$ cat src/serial_adapter_pkg.sv
// Shared constants, types and decoders of the serial adapter.
// Assumes a single 40 MHz core clock for every module that imports it.
package serial_adapter_pkg;
  localparam int CLK_KHZ = 40000;
  localparam int EXT_RATE_KBPS = 500;
  localparam int CYC_PER_EXT_BIT = CLK_KHZ / EXT_RATE_KBPS;

  localparam logic [1:0] DIV_1 = 2'h0;
  localparam logic [1:0] DIV_16 = 2'h1;
  localparam logic [1:0] DIV_64 = 2'h2;
  localparam logic [1:0] DIV_RESET = 2'h3;
  localparam logic [6:0] RATIO_1 = 7'h01;
  localparam logic [6:0] RATIO_16 = 7'h10;
  localparam logic [6:0] RATIO_64 = 7'h40;

  localparam int CR_WORD_LO = 2;
  localparam int CR_TX_LO = 5;
  localparam int CR_RXIE = 7;
  localparam logic [1:0] TXC_TXIE = 2'h1;
  localparam logic [1:0] TXC_RTS_OFF = 2'h2;
  localparam logic [1:0] TXC_BREAK = 2'h3;
  localparam logic [7:0] CTRL_RESET = 8'h03;

  localparam int SR_RXFULL = 0;
  localparam int SR_TXEMPTY = 1;

  typedef enum logic [3:0] {
    RX_IDLE = 4'h1,
    RX_START = 4'h2,
    RX_BITS = 4'h4,
    RX_STOP = 4'h8
  } rx_state_t;

  typedef struct packed {
    logic eight;
    logic par_en;
    logic odd;
    logic two_stop;
  } word_fmt_t;

  function automatic word_fmt_t decode_word(input logic [2:0] w);
    word_fmt_t f;
    f.eight = w[2];
    f.par_en = !w[2] || w[1];
    f.odd = w[0] && f.par_en;
    f.two_stop = (w[2:1] == 2'h0) || (w == 3'h4);
    return f;
  endfunction

  function automatic logic [6:0] div_ratio(input logic [1:0] d);
    case (d)
      DIV_16: return RATIO_16;
      DIV_64: return RATIO_64;
      default: return RATIO_1;
    endcase
  endfunction
endpackage

$ cat src/tx_link_if.sv
// Link between the register side and the transmit serializer.
// Both ends run on the core clock.
`timescale 1ns/1ps
interface tx_link_if;
  logic [1:0] divide;
  logic [2:0] word;
  logic [7:0] hold_data;
  logic hold_full;
  logic brk;
  logic init;
  logic take;
  modport ctl(output divide, word, hold_data, hold_full, brk, init,
              input take);
  modport ser(input divide, word, hold_data, hold_full, brk, init,
              output take);
endinterface

$ cat src/tx_serializer.sv
// Transmit shift register fed from the holding register over tx_link_if.
// Assumes tx_clk_in is synchronous to core_clk_in.
`timescale 1ns/1ps
module tx_serializer
  import serial_adapter_pkg::*;
(
  input wire logic core_clk_in,
  input wire logic rst_in,
  input wire logic tx_clk_in,
  tx_link_if.ser lk,
  output logic tx_data_out
);
  typedef struct packed {
    logic clk_prev;
    logic [6:0] cnt;
    logic busy;
    logic [9:0] frame;
    logic [3:0] left;
    logic take;
    logic line;
  } tx_st_t;

  tx_st_t s_q;
  tx_st_t s_d;
  word_fmt_t fmt;
  logic [6:0] ratio;
  logic tick;
  logic par;

  always_comb begin
    s_d = s_q;
    fmt = decode_word(lk.word);
    ratio = div_ratio(lk.divide);
    par = fmt.odd ^ (^lk.hold_data[6:0]) ^ (fmt.eight & lk.hold_data[7]);
    s_d.clk_prev = tx_clk_in;
    s_d.take = 1'b0;
    s_d.line = s_q.busy ? s_q.line : 1'b1;
    // RULE16 falling edge launch
    tick = s_q.clk_prev && !tx_clk_in && (s_q.cnt == ratio - 7'h01);
    if (s_q.clk_prev && !tx_clk_in) begin
      s_d.cnt = tick ? 7'h00 : s_q.cnt + 7'h01;
    end
    if (lk.init) begin
      s_d.busy = 1'b0;
      s_d.cnt = 7'h00;
      s_d.line = 1'b1;
    end else if (tick) begin
      if (s_q.busy && s_q.left != 4'h0) begin
        // RULE8 start, data, parity, stops
        s_d.line = s_q.frame[0];
        s_d.frame = {1'b1, s_q.frame[9:1]};
        s_d.left = s_q.left - 4'h1;
      end else if (lk.hold_full) begin
        // RULE9 holding to shift register
        s_d.busy = 1'b1;
        s_d.take = 1'b1;
        s_d.line = 1'b0;
        if (!fmt.eight) begin
          s_d.frame = {2'h3, par, lk.hold_data[6:0]};
        end else if (fmt.par_en) begin
          s_d.frame = {1'b1, par, lk.hold_data};
        end else begin
          s_d.frame = {2'h3, lk.hold_data};
        end
        s_d.left = 4'h8 + {3'h0, fmt.eight} + {3'h0, fmt.par_en}
                   + {3'h0, fmt.two_stop};
      end else begin
        s_d.busy = 1'b0;
        s_d.line = 1'b1;
      end
    end
    // RULE26 break overrides mark
    if (lk.brk) begin
      s_d.line = 1'b0;
    end
  end

  always_ff @(posedge core_clk_in) begin
    if (rst_in) begin
      s_q <= '0;
      s_q.line <= 1'b1;
    end else begin
      s_q <= s_d;
    end
  end

  assign lk.take = s_q.take;
  assign tx_data_out = s_q.line;

  // RULE16 line moves after a fall
  a_launch_on_fall: assert property (@(posedge core_clk_in) // RULE16
    disable iff (rst_in)
    ($changed(tx_data_out) && !lk.brk && !$past(lk.brk)
     && !$past(lk.init) && $past(s_q.busy))
    |-> $past(s_q.clk_prev && !tx_clk_in))
    else $error("tx bit launched without falling tx clock");
  // RULE26 idle line at mark
  a_idle_mark: assert property (@(posedge core_clk_in) // RULE26
    disable iff (rst_in)
    (!s_q.busy && !$past(lk.brk)) |-> tx_data_out)
    else $error("idle transmit line not at mark");
endmodule

$ cat src/serial_adapter.sv
// Asynchronous serial adapter: register side, receiver and modem lines.
// Assumes all pins synchronous to core_clk_in; bus pins tri-stated outside.
// What this block does
// RULE1: Two addresses reach four one-way registers
// RULE2: Pick high selects data, low selects control
// RULE3: Selected only with both highs, low low
// RULE4: Drive bus on read, release otherwise
// RULE5: Enable strobe times every bus transfer
// RULE6: Held in reset until master reset write
// RULE7: Software sets transmit control with reset
// RULE8: Start, data, parity, one or two stops
// RULE9: Holding register feeds shifter when done
// RULE10: Divide one external, else internal sync
// RULE11: Half bit of space before locking
// RULE12: Report parity, framing, overrun, full
// RULE13: Seven-bit formats read bit seven zero
// RULE14: Receive holding separate from shift register
// RULE15: Open-drain interrupt low while cause enabled
// RULE16: New transmit bit on falling clock
// RULE17: Receive samples on rising clock
// RULE18: External rate up to 500 kbps
// RULE19: Clear-to-send high hides transmit empty
// RULE20: Request-to-send high for code 10 and until master reset
// RULE21: Carrier high holds receiver initialised
// RULE22: Carrier rising edge interrupts when enabled
// RULE23: Divide code 11 clears status, inits
// RULE24: Divide codes 1, 16, 64, reset
// RULE25: Control bit 7 enables receive interrupts
// RULE26: Idle transmit line rests at mark
`timescale 1ns/1ps
module serial_adapter
  import serial_adapter_pkg::*;
(
  input wire logic core_clk_in,
  input wire logic rst_in,
  input wire logic enable_in,
  input wire logic rw_in,
  input wire logic register_pick_in,
  input wire logic select_high_a_in,
  input wire logic select_high_b_in,
  input wire logic select_low_n_in,
  input wire logic [7:0] host_data_bus_in,
  output logic [7:0] host_data_bus_out,
  output logic host_data_bus_oe_out,
  output logic irq_n_out,
  output logic irq_n_oe_out,
  input wire logic tx_clk_in,
  input wire logic rx_clk_in,
  input wire logic rx_data_in,
  output logic tx_data_out,
  input wire logic clear_to_send_n_in,
  input wire logic carrier_detect_n_in,
  output logic request_to_send_n_out
);
  // RULE18 sampling must resolve the fastest external rate
  if (CYC_PER_EXT_BIT < 4) begin : g_rate_chk
    $error("core clock too slow for external serial rate");
  end

  typedef struct packed {
    logic en_prev;
    logic por;
    logic [7:0] ctrl;
    logic [7:0] tdr;
    logic tdr_full;
    logic [7:0] rdr;
    logic rdr_full;
    logic fe;
    logic pe;
    logic ovr;
    logic dcd_prev;
    logic dcd_flag;
    logic rx_clk_prev;
    rx_state_t rx_st;
    logic [6:0] rx_cnt;
    logic [3:0] rx_idx;
    logic [8:0] rx_sh;
    logic [7:0] dout;
    logic doe;
    logic irq;
    logic irq_lvl;
    logic rts_n;
  } adapter_st_t;

  adapter_st_t s_q;
  adapter_st_t s_d;
  tx_link_if lk();

  logic sel;
  logic strobe_end;
  logic wr;
  logic rd;
  logic hold;
  logic rx_rise;
  logic rx_tick;
  logic tx_holding_empty;
  logic [7:0] status_byte;
  logic [7:0] rx_byte;
  logic rx_par;
  logic [6:0] ratio;
  logic [3:0] nbits;
  word_fmt_t fmt;

  always_comb begin
    s_d = s_q;
    fmt = decode_word(s_q.ctrl[CR_TX_LO-1:CR_WORD_LO]);
    // RULE24 divide select
    ratio = div_ratio(s_q.ctrl[1:0]);
    nbits = 4'h7 + {3'h0, fmt.eight} + {3'h0, fmt.par_en};
    // RULE23 master reset code held
    hold = s_q.por || (s_q.ctrl[1:0] == DIV_RESET);

    // RULE3 chip select decode
    sel = select_high_a_in && select_high_b_in && !select_low_n_in;
    // RULE5 transfers on enable fall
    strobe_end = s_q.en_prev && !enable_in;
    // RULE1 direction picks register
    wr = strobe_end && sel && !rw_in;
    rd = strobe_end && sel && rw_in;
    s_d.en_prev = enable_in;

    // RULE19 clear-to-send gates empty
    tx_holding_empty = !s_q.tdr_full && !clear_to_send_n_in;
    status_byte = {s_q.irq, s_q.pe, s_q.ovr, s_q.fe, clear_to_send_n_in,
                   carrier_detect_n_in || s_q.dcd_flag, tx_holding_empty, s_q.rdr_full};

    // RULE2 register pair select
    if (wr && !register_pick_in) begin
      s_d.ctrl = host_data_bus_in;
      // RULE6 power-on hold released
      if (host_data_bus_in[1:0] == DIV_RESET) begin
        s_d.por = 1'b0;
      end
    end
    if (lk.take) begin
      s_d.tdr_full = 1'b0;
    end
    if (wr && register_pick_in) begin
      s_d.tdr = host_data_bus_in;
      s_d.tdr_full = 1'b1;
    end
    // Read clears first so a new arrival wins
    if (rd && register_pick_in) begin
      s_d.rdr_full = 1'b0;
      s_d.ovr = 1'b0;
      s_d.dcd_flag = 1'b0;
    end
    // RULE22 carrier loss edge
    s_d.dcd_prev = carrier_detect_n_in;
    if (carrier_detect_n_in && !s_q.dcd_prev) begin
      s_d.dcd_flag = 1'b1;
    end

    // RULE17 rising receive clock
    s_d.rx_clk_prev = rx_clk_in;
    rx_rise = rx_clk_in && !s_q.rx_clk_prev;
    rx_tick = rx_rise && (s_q.rx_cnt == ratio - 7'h01);
    rx_byte = fmt.eight ? s_q.rx_sh[7:0] : {1'b0, s_q.rx_sh[6:0]};
    rx_par = fmt.eight ? s_q.rx_sh[8] : s_q.rx_sh[7];

    // RULE21 carrier high inits receiver
    if (hold || carrier_detect_n_in) begin
      s_d.rx_st = RX_IDLE;
      s_d.rx_cnt = 7'h00;
      s_d.rx_idx = 4'h0;
    end else if (rx_rise) begin
      case (s_q.rx_st)
        RX_IDLE: begin
          s_d.rx_cnt = 7'h00;
          s_d.rx_idx = 4'h0;
          if (!rx_data_in) begin
            // RULE10 divide one trusts clock
            s_d.rx_st = (ratio == RATIO_1) ? RX_BITS : RX_START;
          end
        end
        RX_START: begin
          // RULE11 false start rejection
          if (rx_data_in) begin
            s_d.rx_st = RX_IDLE;
          end else if (s_q.rx_cnt == (ratio >> 1) - 7'h01) begin
            s_d.rx_st = RX_BITS;
            s_d.rx_cnt = 7'h00;
          end else begin
            s_d.rx_cnt = s_q.rx_cnt + 7'h01;
          end
        end
        RX_BITS: begin
          s_d.rx_cnt = rx_tick ? 7'h00 : s_q.rx_cnt + 7'h01;
          if (rx_tick) begin
            // RULE14 assembled apart from holding
            s_d.rx_sh[s_q.rx_idx] = rx_data_in;
            s_d.rx_idx = s_q.rx_idx + 4'h1;
            if (s_q.rx_idx == nbits - 4'h1) begin
              s_d.rx_st = RX_STOP;
            end
          end
        end
        RX_STOP: begin
          s_d.rx_cnt = rx_tick ? 7'h00 : s_q.rx_cnt + 7'h01;
          if (rx_tick) begin
            s_d.rx_st = RX_IDLE;
            // RULE12 errors and full flag
            if (s_d.rdr_full) begin
              s_d.ovr = 1'b1;
            end else begin
              // RULE13 parity stripped, bit 7 zero
              s_d.rdr = rx_byte;
              s_d.rdr_full = 1'b1;
              s_d.fe = !rx_data_in;
              s_d.pe = fmt.par_en && ((^rx_byte) ^ rx_par ^ fmt.odd);
            end
          end
        end
        default: s_d.rx_st = RX_IDLE;
      endcase
    end

    if (hold) begin
      s_d.tdr_full = 1'b0;
      s_d.rdr_full = 1'b0;
      s_d.fe = 1'b0;
      s_d.pe = 1'b0;
      s_d.ovr = 1'b0;
      s_d.dcd_flag = 1'b0;
    end

    // RULE15 level interrupt while cause enabled
    // RULE25 receive interrupt enable
    s_d.irq = !hold && ((s_q.ctrl[CR_RXIE] && (s_q.rdr_full
              || s_q.dcd_flag || s_q.ovr)) || (tx_holding_empty
              && s_q.ctrl[CR_RXIE-1:CR_TX_LO] == TXC_TXIE));
    s_d.irq_lvl = 1'b0;
    // RULE20 request-to-send decode
    s_d.rts_n = s_q.por
                || (s_q.ctrl[CR_RXIE-1:CR_TX_LO] == TXC_RTS_OFF);
    // RULE4 drive only on selected read
    s_d.doe = enable_in && sel && rw_in;
    s_d.dout = 8'h00;
    if (enable_in && sel && rw_in) begin
      s_d.dout = register_pick_in ? s_q.rdr : status_byte;
    end
  end

  always_ff @(posedge core_clk_in) begin
    if (rst_in) begin
      s_q <= '0;
      s_q.por <= 1'b1;
      s_q.ctrl <= CTRL_RESET;
      s_q.dcd_prev <= 1'b1;
      s_q.rx_st <= RX_IDLE;
      s_q.rts_n <= 1'b1;
    end else begin
      s_q <= s_d;
    end
  end

  assign lk.divide = s_q.ctrl[1:0];
  assign lk.word = s_q.ctrl[CR_TX_LO-1:CR_WORD_LO];
  assign lk.hold_data = s_q.tdr;
  assign lk.hold_full = s_q.tdr_full;
  assign lk.init = hold;
  assign lk.brk = !s_q.por
                  && (s_q.ctrl[CR_RXIE-1:CR_TX_LO] == TXC_BREAK);

  tx_serializer u_tx (
    .core_clk_in(core_clk_in),
    .rst_in(rst_in),
    .tx_clk_in(tx_clk_in),
    .lk(lk.ser),
    .tx_data_out(tx_data_out)
  );

  assign host_data_bus_out = s_q.dout;
  assign host_data_bus_oe_out = s_q.doe;
  assign irq_n_out = s_q.irq_lvl;
  assign irq_n_oe_out = s_q.irq;
  assign request_to_send_n_out = s_q.rts_n;

  a_bus_release: assert property (@(posedge core_clk_in) // RULE4
    disable iff (rst_in) !rw_in |=> !host_data_bus_oe_out)
    else $error("data bus driven during write");
  a_rts_code: assert property (@(posedge core_clk_in) // RULE20
    disable iff (rst_in) !$past(s_q.por) |-> request_to_send_n_out
    == ($past(s_q.ctrl[6:5]) == TXC_RTS_OFF))
    else $error("request-to-send does not follow control");
  a_cts_gate: assert property (@(posedge core_clk_in) // RULE19
    disable iff (rst_in)
    clear_to_send_n_in |-> !status_byte[SR_TXEMPTY])
    else $error("transmit empty shown while clear-to-send high");
  a_rx_irq: assert property (@(posedge core_clk_in) // RULE15
    disable iff (rst_in) (s_q.ctrl[CR_RXIE] && s_q.rdr_full && !hold)
    |=> irq_n_oe_out)
    else $error("receive full did not pull interrupt");
  a_dcd_edge: assert property (@(posedge core_clk_in) // RULE22
    disable iff (rst_in)
    ($rose(carrier_detect_n_in) && !hold) |=> s_q.dcd_flag)
    else $error("carrier loss edge not latched");
  a_rx_inhibit: assert property (@(posedge core_clk_in) // RULE21
    disable iff (rst_in) carrier_detect_n_in |=> s_q.rx_st == RX_IDLE)
    else $error("receiver active while carrier lost");
  a_seven_zero: assert property (@(posedge core_clk_in) // RULE13
    disable iff (rst_in)
    ($rose(s_q.rdr_full) && !$past(s_q.ctrl[4])) |-> !s_q.rdr[7])
    else $error("bit 7 set in seven-bit format");
  a_false_start: assert property (@(posedge core_clk_in) // RULE11
    disable iff (rst_in) (s_q.rx_st == RX_START && rx_rise && rx_data_in
    && !hold && !carrier_detect_n_in) |=> s_q.rx_st == RX_IDLE)
    else $error("false start bit accepted");
  a_por_quiet: assert property (@(posedge core_clk_in) // RULE6
    disable iff (rst_in) s_q.por |-> (request_to_send_n_out
    && !irq_n_oe_out && tx_data_out))
    else $error("output moved before master reset");
endmodule

$ cat config.mk
export PLATFORM = sky130hd
export DESIGN_NAME = serial_adapter
export DESIGN_NICKNAME = d
export VERILOG_FILES = /design/src/serial_adapter_pkg.sv /design/src/tx_link_if.sv /design/src/tx_serializer.sv /design/src/serial_adapter.sv
export SDC_FILE = /design/constraint.sdc
export NUM_CORES = 1
export LEC_CHECK = 0
export BUFFER_PORTS_ARGS = -buffer_cell sky130_fd_sc_hd__clkbuf_2
export CORE_ASPECT_RATIO = 1.1
export CORE_MARGIN = 2
export CORE_UTILIZATION = 30
export DETAILED_ROUTE_END_ITERATION = 8
export GPL_TIMING_DRIVEN = 0
export PLACE_DENSITY_LB_ADDON = 0.1
export SETUP_SLACK_MARGIN = 0.3
export SLEW_MARGIN = 10
export SYNTH_ARGS = -nofsm -noshare
export SYNTH_HDL_FRONTEND = slang
export SYNTH_SLANG_ARGS = --single-unit
$ cat constraint.sdc
create_clock -name core_clk_in -period 2.6 [get_ports core_clk_in]
set_input_delay 0.26 -clock core_clk_in [delete_from_list [all_inputs] [get_ports core_clk_in]]
set_output_delay 0.26 -clock core_clk_in [all_outputs]
set_load 0.01 [all_outputs]
==> metrics <==
Final min period=2.25 ns; Worst-Margin Slew=between 0.8 and 0.9 ns; Final Hold Viols=0; largest net degree at the start of global routing=16; clock buffer depth=2; Ys Warns=0; WL per Instance=about 16 um; Max-cap violations=0; clock skew=0.0117 ns; CTS Buf Count=9; crit-path leading delay family=simple AND/OR/NAND/NOR gates; CP cell instances=inv_4, ha_4, or2_2, mux2i_2, o211ai_1, nor3_4, buf_4, buf_4, a211oi_1; clk slew on worst S/H paths=0.06 ns; leakage power=0.00214 uW; power per cell area=542 nW/um2; Max Slew Vio Count=0; kind of critical path=flop to flop; worst hold path type=input port to flop; via count=3793; CP most frequent cell=buf_4; first-pass GRT wire length=roughly 19 mm; RSZ-0062 raised after global routing=true; Post-Synthesis Cell Area=roughly 4600 um2; Synth Register Bits=94; I/O Buffers=31; htree depth=3; # diodes=0; fin nets=614; WHS=0.150 ns; sw frac=0.217; syn_nets=559; DR vias/cell=4.86; Reg area=1880 um2; die area=16400 um2; gpl congestion=0.788; layout overhead on the synthesized area=21.7%; fillers=1605; cell at the slowest stage of the critical path=dfxtp_2; clk sink count=94; syn_area_per_cell=8.79 um2; slew margin rel.=0.433; Achievable Freq=445 MHz; share of cells above drive strength 1=0.185; final setup violation count=0; Mapped Cells=524; vias in the first global route=3627; Yosys top cell by area=dfxtp_1; Synth cell types=59; Ports=34; Multi-input gate area=2640 um2; Startpoint Class=flop; Placement Setup Slack=-0.0882 ns; DRT iter0 DRCs=176; CP arrival=2.46 ns; DRC errors left=0; Sw Pwr=658 uW; total track usage=0.156; Seq/Total Area, Yosys=0.408; Row Count=47; DRT antenna net count=0; Total Wirelength=roughly 12 mm; Async SR Flop Fraction=0; Post-synth EDFFs=0; Logic pwr share=0.036; share of the synthesized area in the top cell type=0.408; Core Area=roughly 15000 um2; status=finished clean; post-cts hold buffer count=0; Die Wd=122 um; router iterations before antenna repair=4; CTS tree=yes; initial antenna violation count=0; Clock power frac=0.489; GRT overflow=0; Final HPWL DP=8.76 mm; slack of the critical path=about 0.35 ns; internal power=roughly 2400 uW; worst vdd ir=0.291 mV; crit path max fanout=10; critical path endpoint category=flop; worst skew pair latency=0.35 ns; critical path's largest stage delay=roughly 0.36 ns; Clock Tree Root=clkbuf_16; prevailing post-synth register cell=dfxtp_1; Die Height=134 um; required time of the critical path=roughly 2.8 ns; top cells by count, synth=dfxtp_1, nor2_1, mux2i_1, nand2_1, a21oi_1; Initial Util=0.306; Tcrit/Tclk final=0.864; most common cell in the netlist=dfxtp_1; synth top area cells=dfxtp_1, mux2i_1, nor2_1; sequential share of power=0.476; Critical path buffers and inverters=3
path summary, 6_finish.rpt:
| check | from | end | slack [ns] | depth (start not counted) |
|---|---|---|---|---|
| hold / removal | tx_clk_in | u_tx.s_q[24] | 0.15 | 2 |
| setup reg to reg | lk.divide[0] | u_tx.s_q[11] | 0.35 | 9 |
| setup / recovery | lk.divide[0] | u_tx.s_q[11] | 0.35 | 9 |
| hold reg to reg | s_q[50] | s_q[50] | 0.47 | 2 |
layout by cell type (no fill, tap or decap), types with 12 or more instances in the layout:
cell type / n
nor2_1: 81
nand3_1: 20
nand2_1: 27
clkbuf_2: 33
dfxtp_1: 92
nor3_1: 12
ha_1: 12
mux2i_1: 41
inv_1: 16
buf_4: 22
a21oi_1: 26
xnor2_1: 15
cell type report:
cell class / count / share of cell area
inverter: 17 / 0.0118
sequential: 94 / 0.336
buffer: 32 / 0.0326
clock buffer: 11 / 0.0451
clock inverter: 5 / 0.0145
timing repair buffer: 44 / 0.0453
multi-input combinational: 381 / 0.471
tap: 196 / 0.0437
registers in the layout, indices dropped and copies added, names as in the netlist, named ones only:
signal / count
lk.divide: 2
irq_n_oe_out: 1
lk.word: 2
u_tx.lk.take: 1
lk.hold_data: 8
host_data_bus_oe_out: 1
u_tx.tx_data_out: 1
s_q: 35
lk.hold_full: 1
host_data_bus_out: 8
request_to_send_n_out: 1
u_tx.s_q: 23
fmt: 1
power groups by stage:
stage / combinational [uW] / clock (uW) / sequential (uW)
2_1_floorplan: 55.6 / 0 / 1480
3_3_place_gp: 101 / 0 / 1480
3_5_place_dp: 101 / 0 / 1480
4_1_cts: 105 / 1520 / 1440
5_1_grt: 119 / 1580 / 1440
6_report: 108 / 1480 / 1440
metrics by stage:
stage	total power [uW]	instances	cell area (um2)	TNS (ns)	utilization
floorplan	1530	524	4610	0	-
global placement	1580	751	5010	-0.0184	0.333
detailed placement	1580	751	5010	-0.126	0.333
CTS	3070	777	5500	0	0.365
global route	3140	780	5610	0	0.373
finish	3040	780	5610	0	0.373
what timing repair did:
action,CTS,global route
pin swaps,6,6
setup buffers,10,2
gates resized for setup,21,22
setup endpoints to repair,38,39
cloned,0,1
metal layers:
layer / GRT usage / vias up / wire length [um] / part of all wire
met5: 0 / - / 0 / 0
met4: 0.0524 / 0 / 202 / 0.016
met3: 0.0323 / 15 / 358 / 0.029
met2: 0.242 / 48 / 5570 / 0.46
met1: 0.215 / 1795 / 6110 / 0.50
li1: - / 1935 / - / -
logic make-up (layout without fill, tap and decap cells):
logic type | after synthesis | in the layout | synth area share
other | 1 | 1 | 0.000814
multiplexers | 42 | 42 | 0.0912
XOR/XNOR | 26 | 26 | 0.0554
adder cells (fa/ha/maj) | 14 | 14 | 0.0380
flip-flops | 94 | 94 | 0.408
AO/OA/AOI/OAI | 76 | 76 | 0.108
AND/OR/NAND/NOR | 222 | 222 | 0.248
buffers and inverters | 49 | 109 | 0.0494
Note: power is estimated with default switching activity, not from simulation.
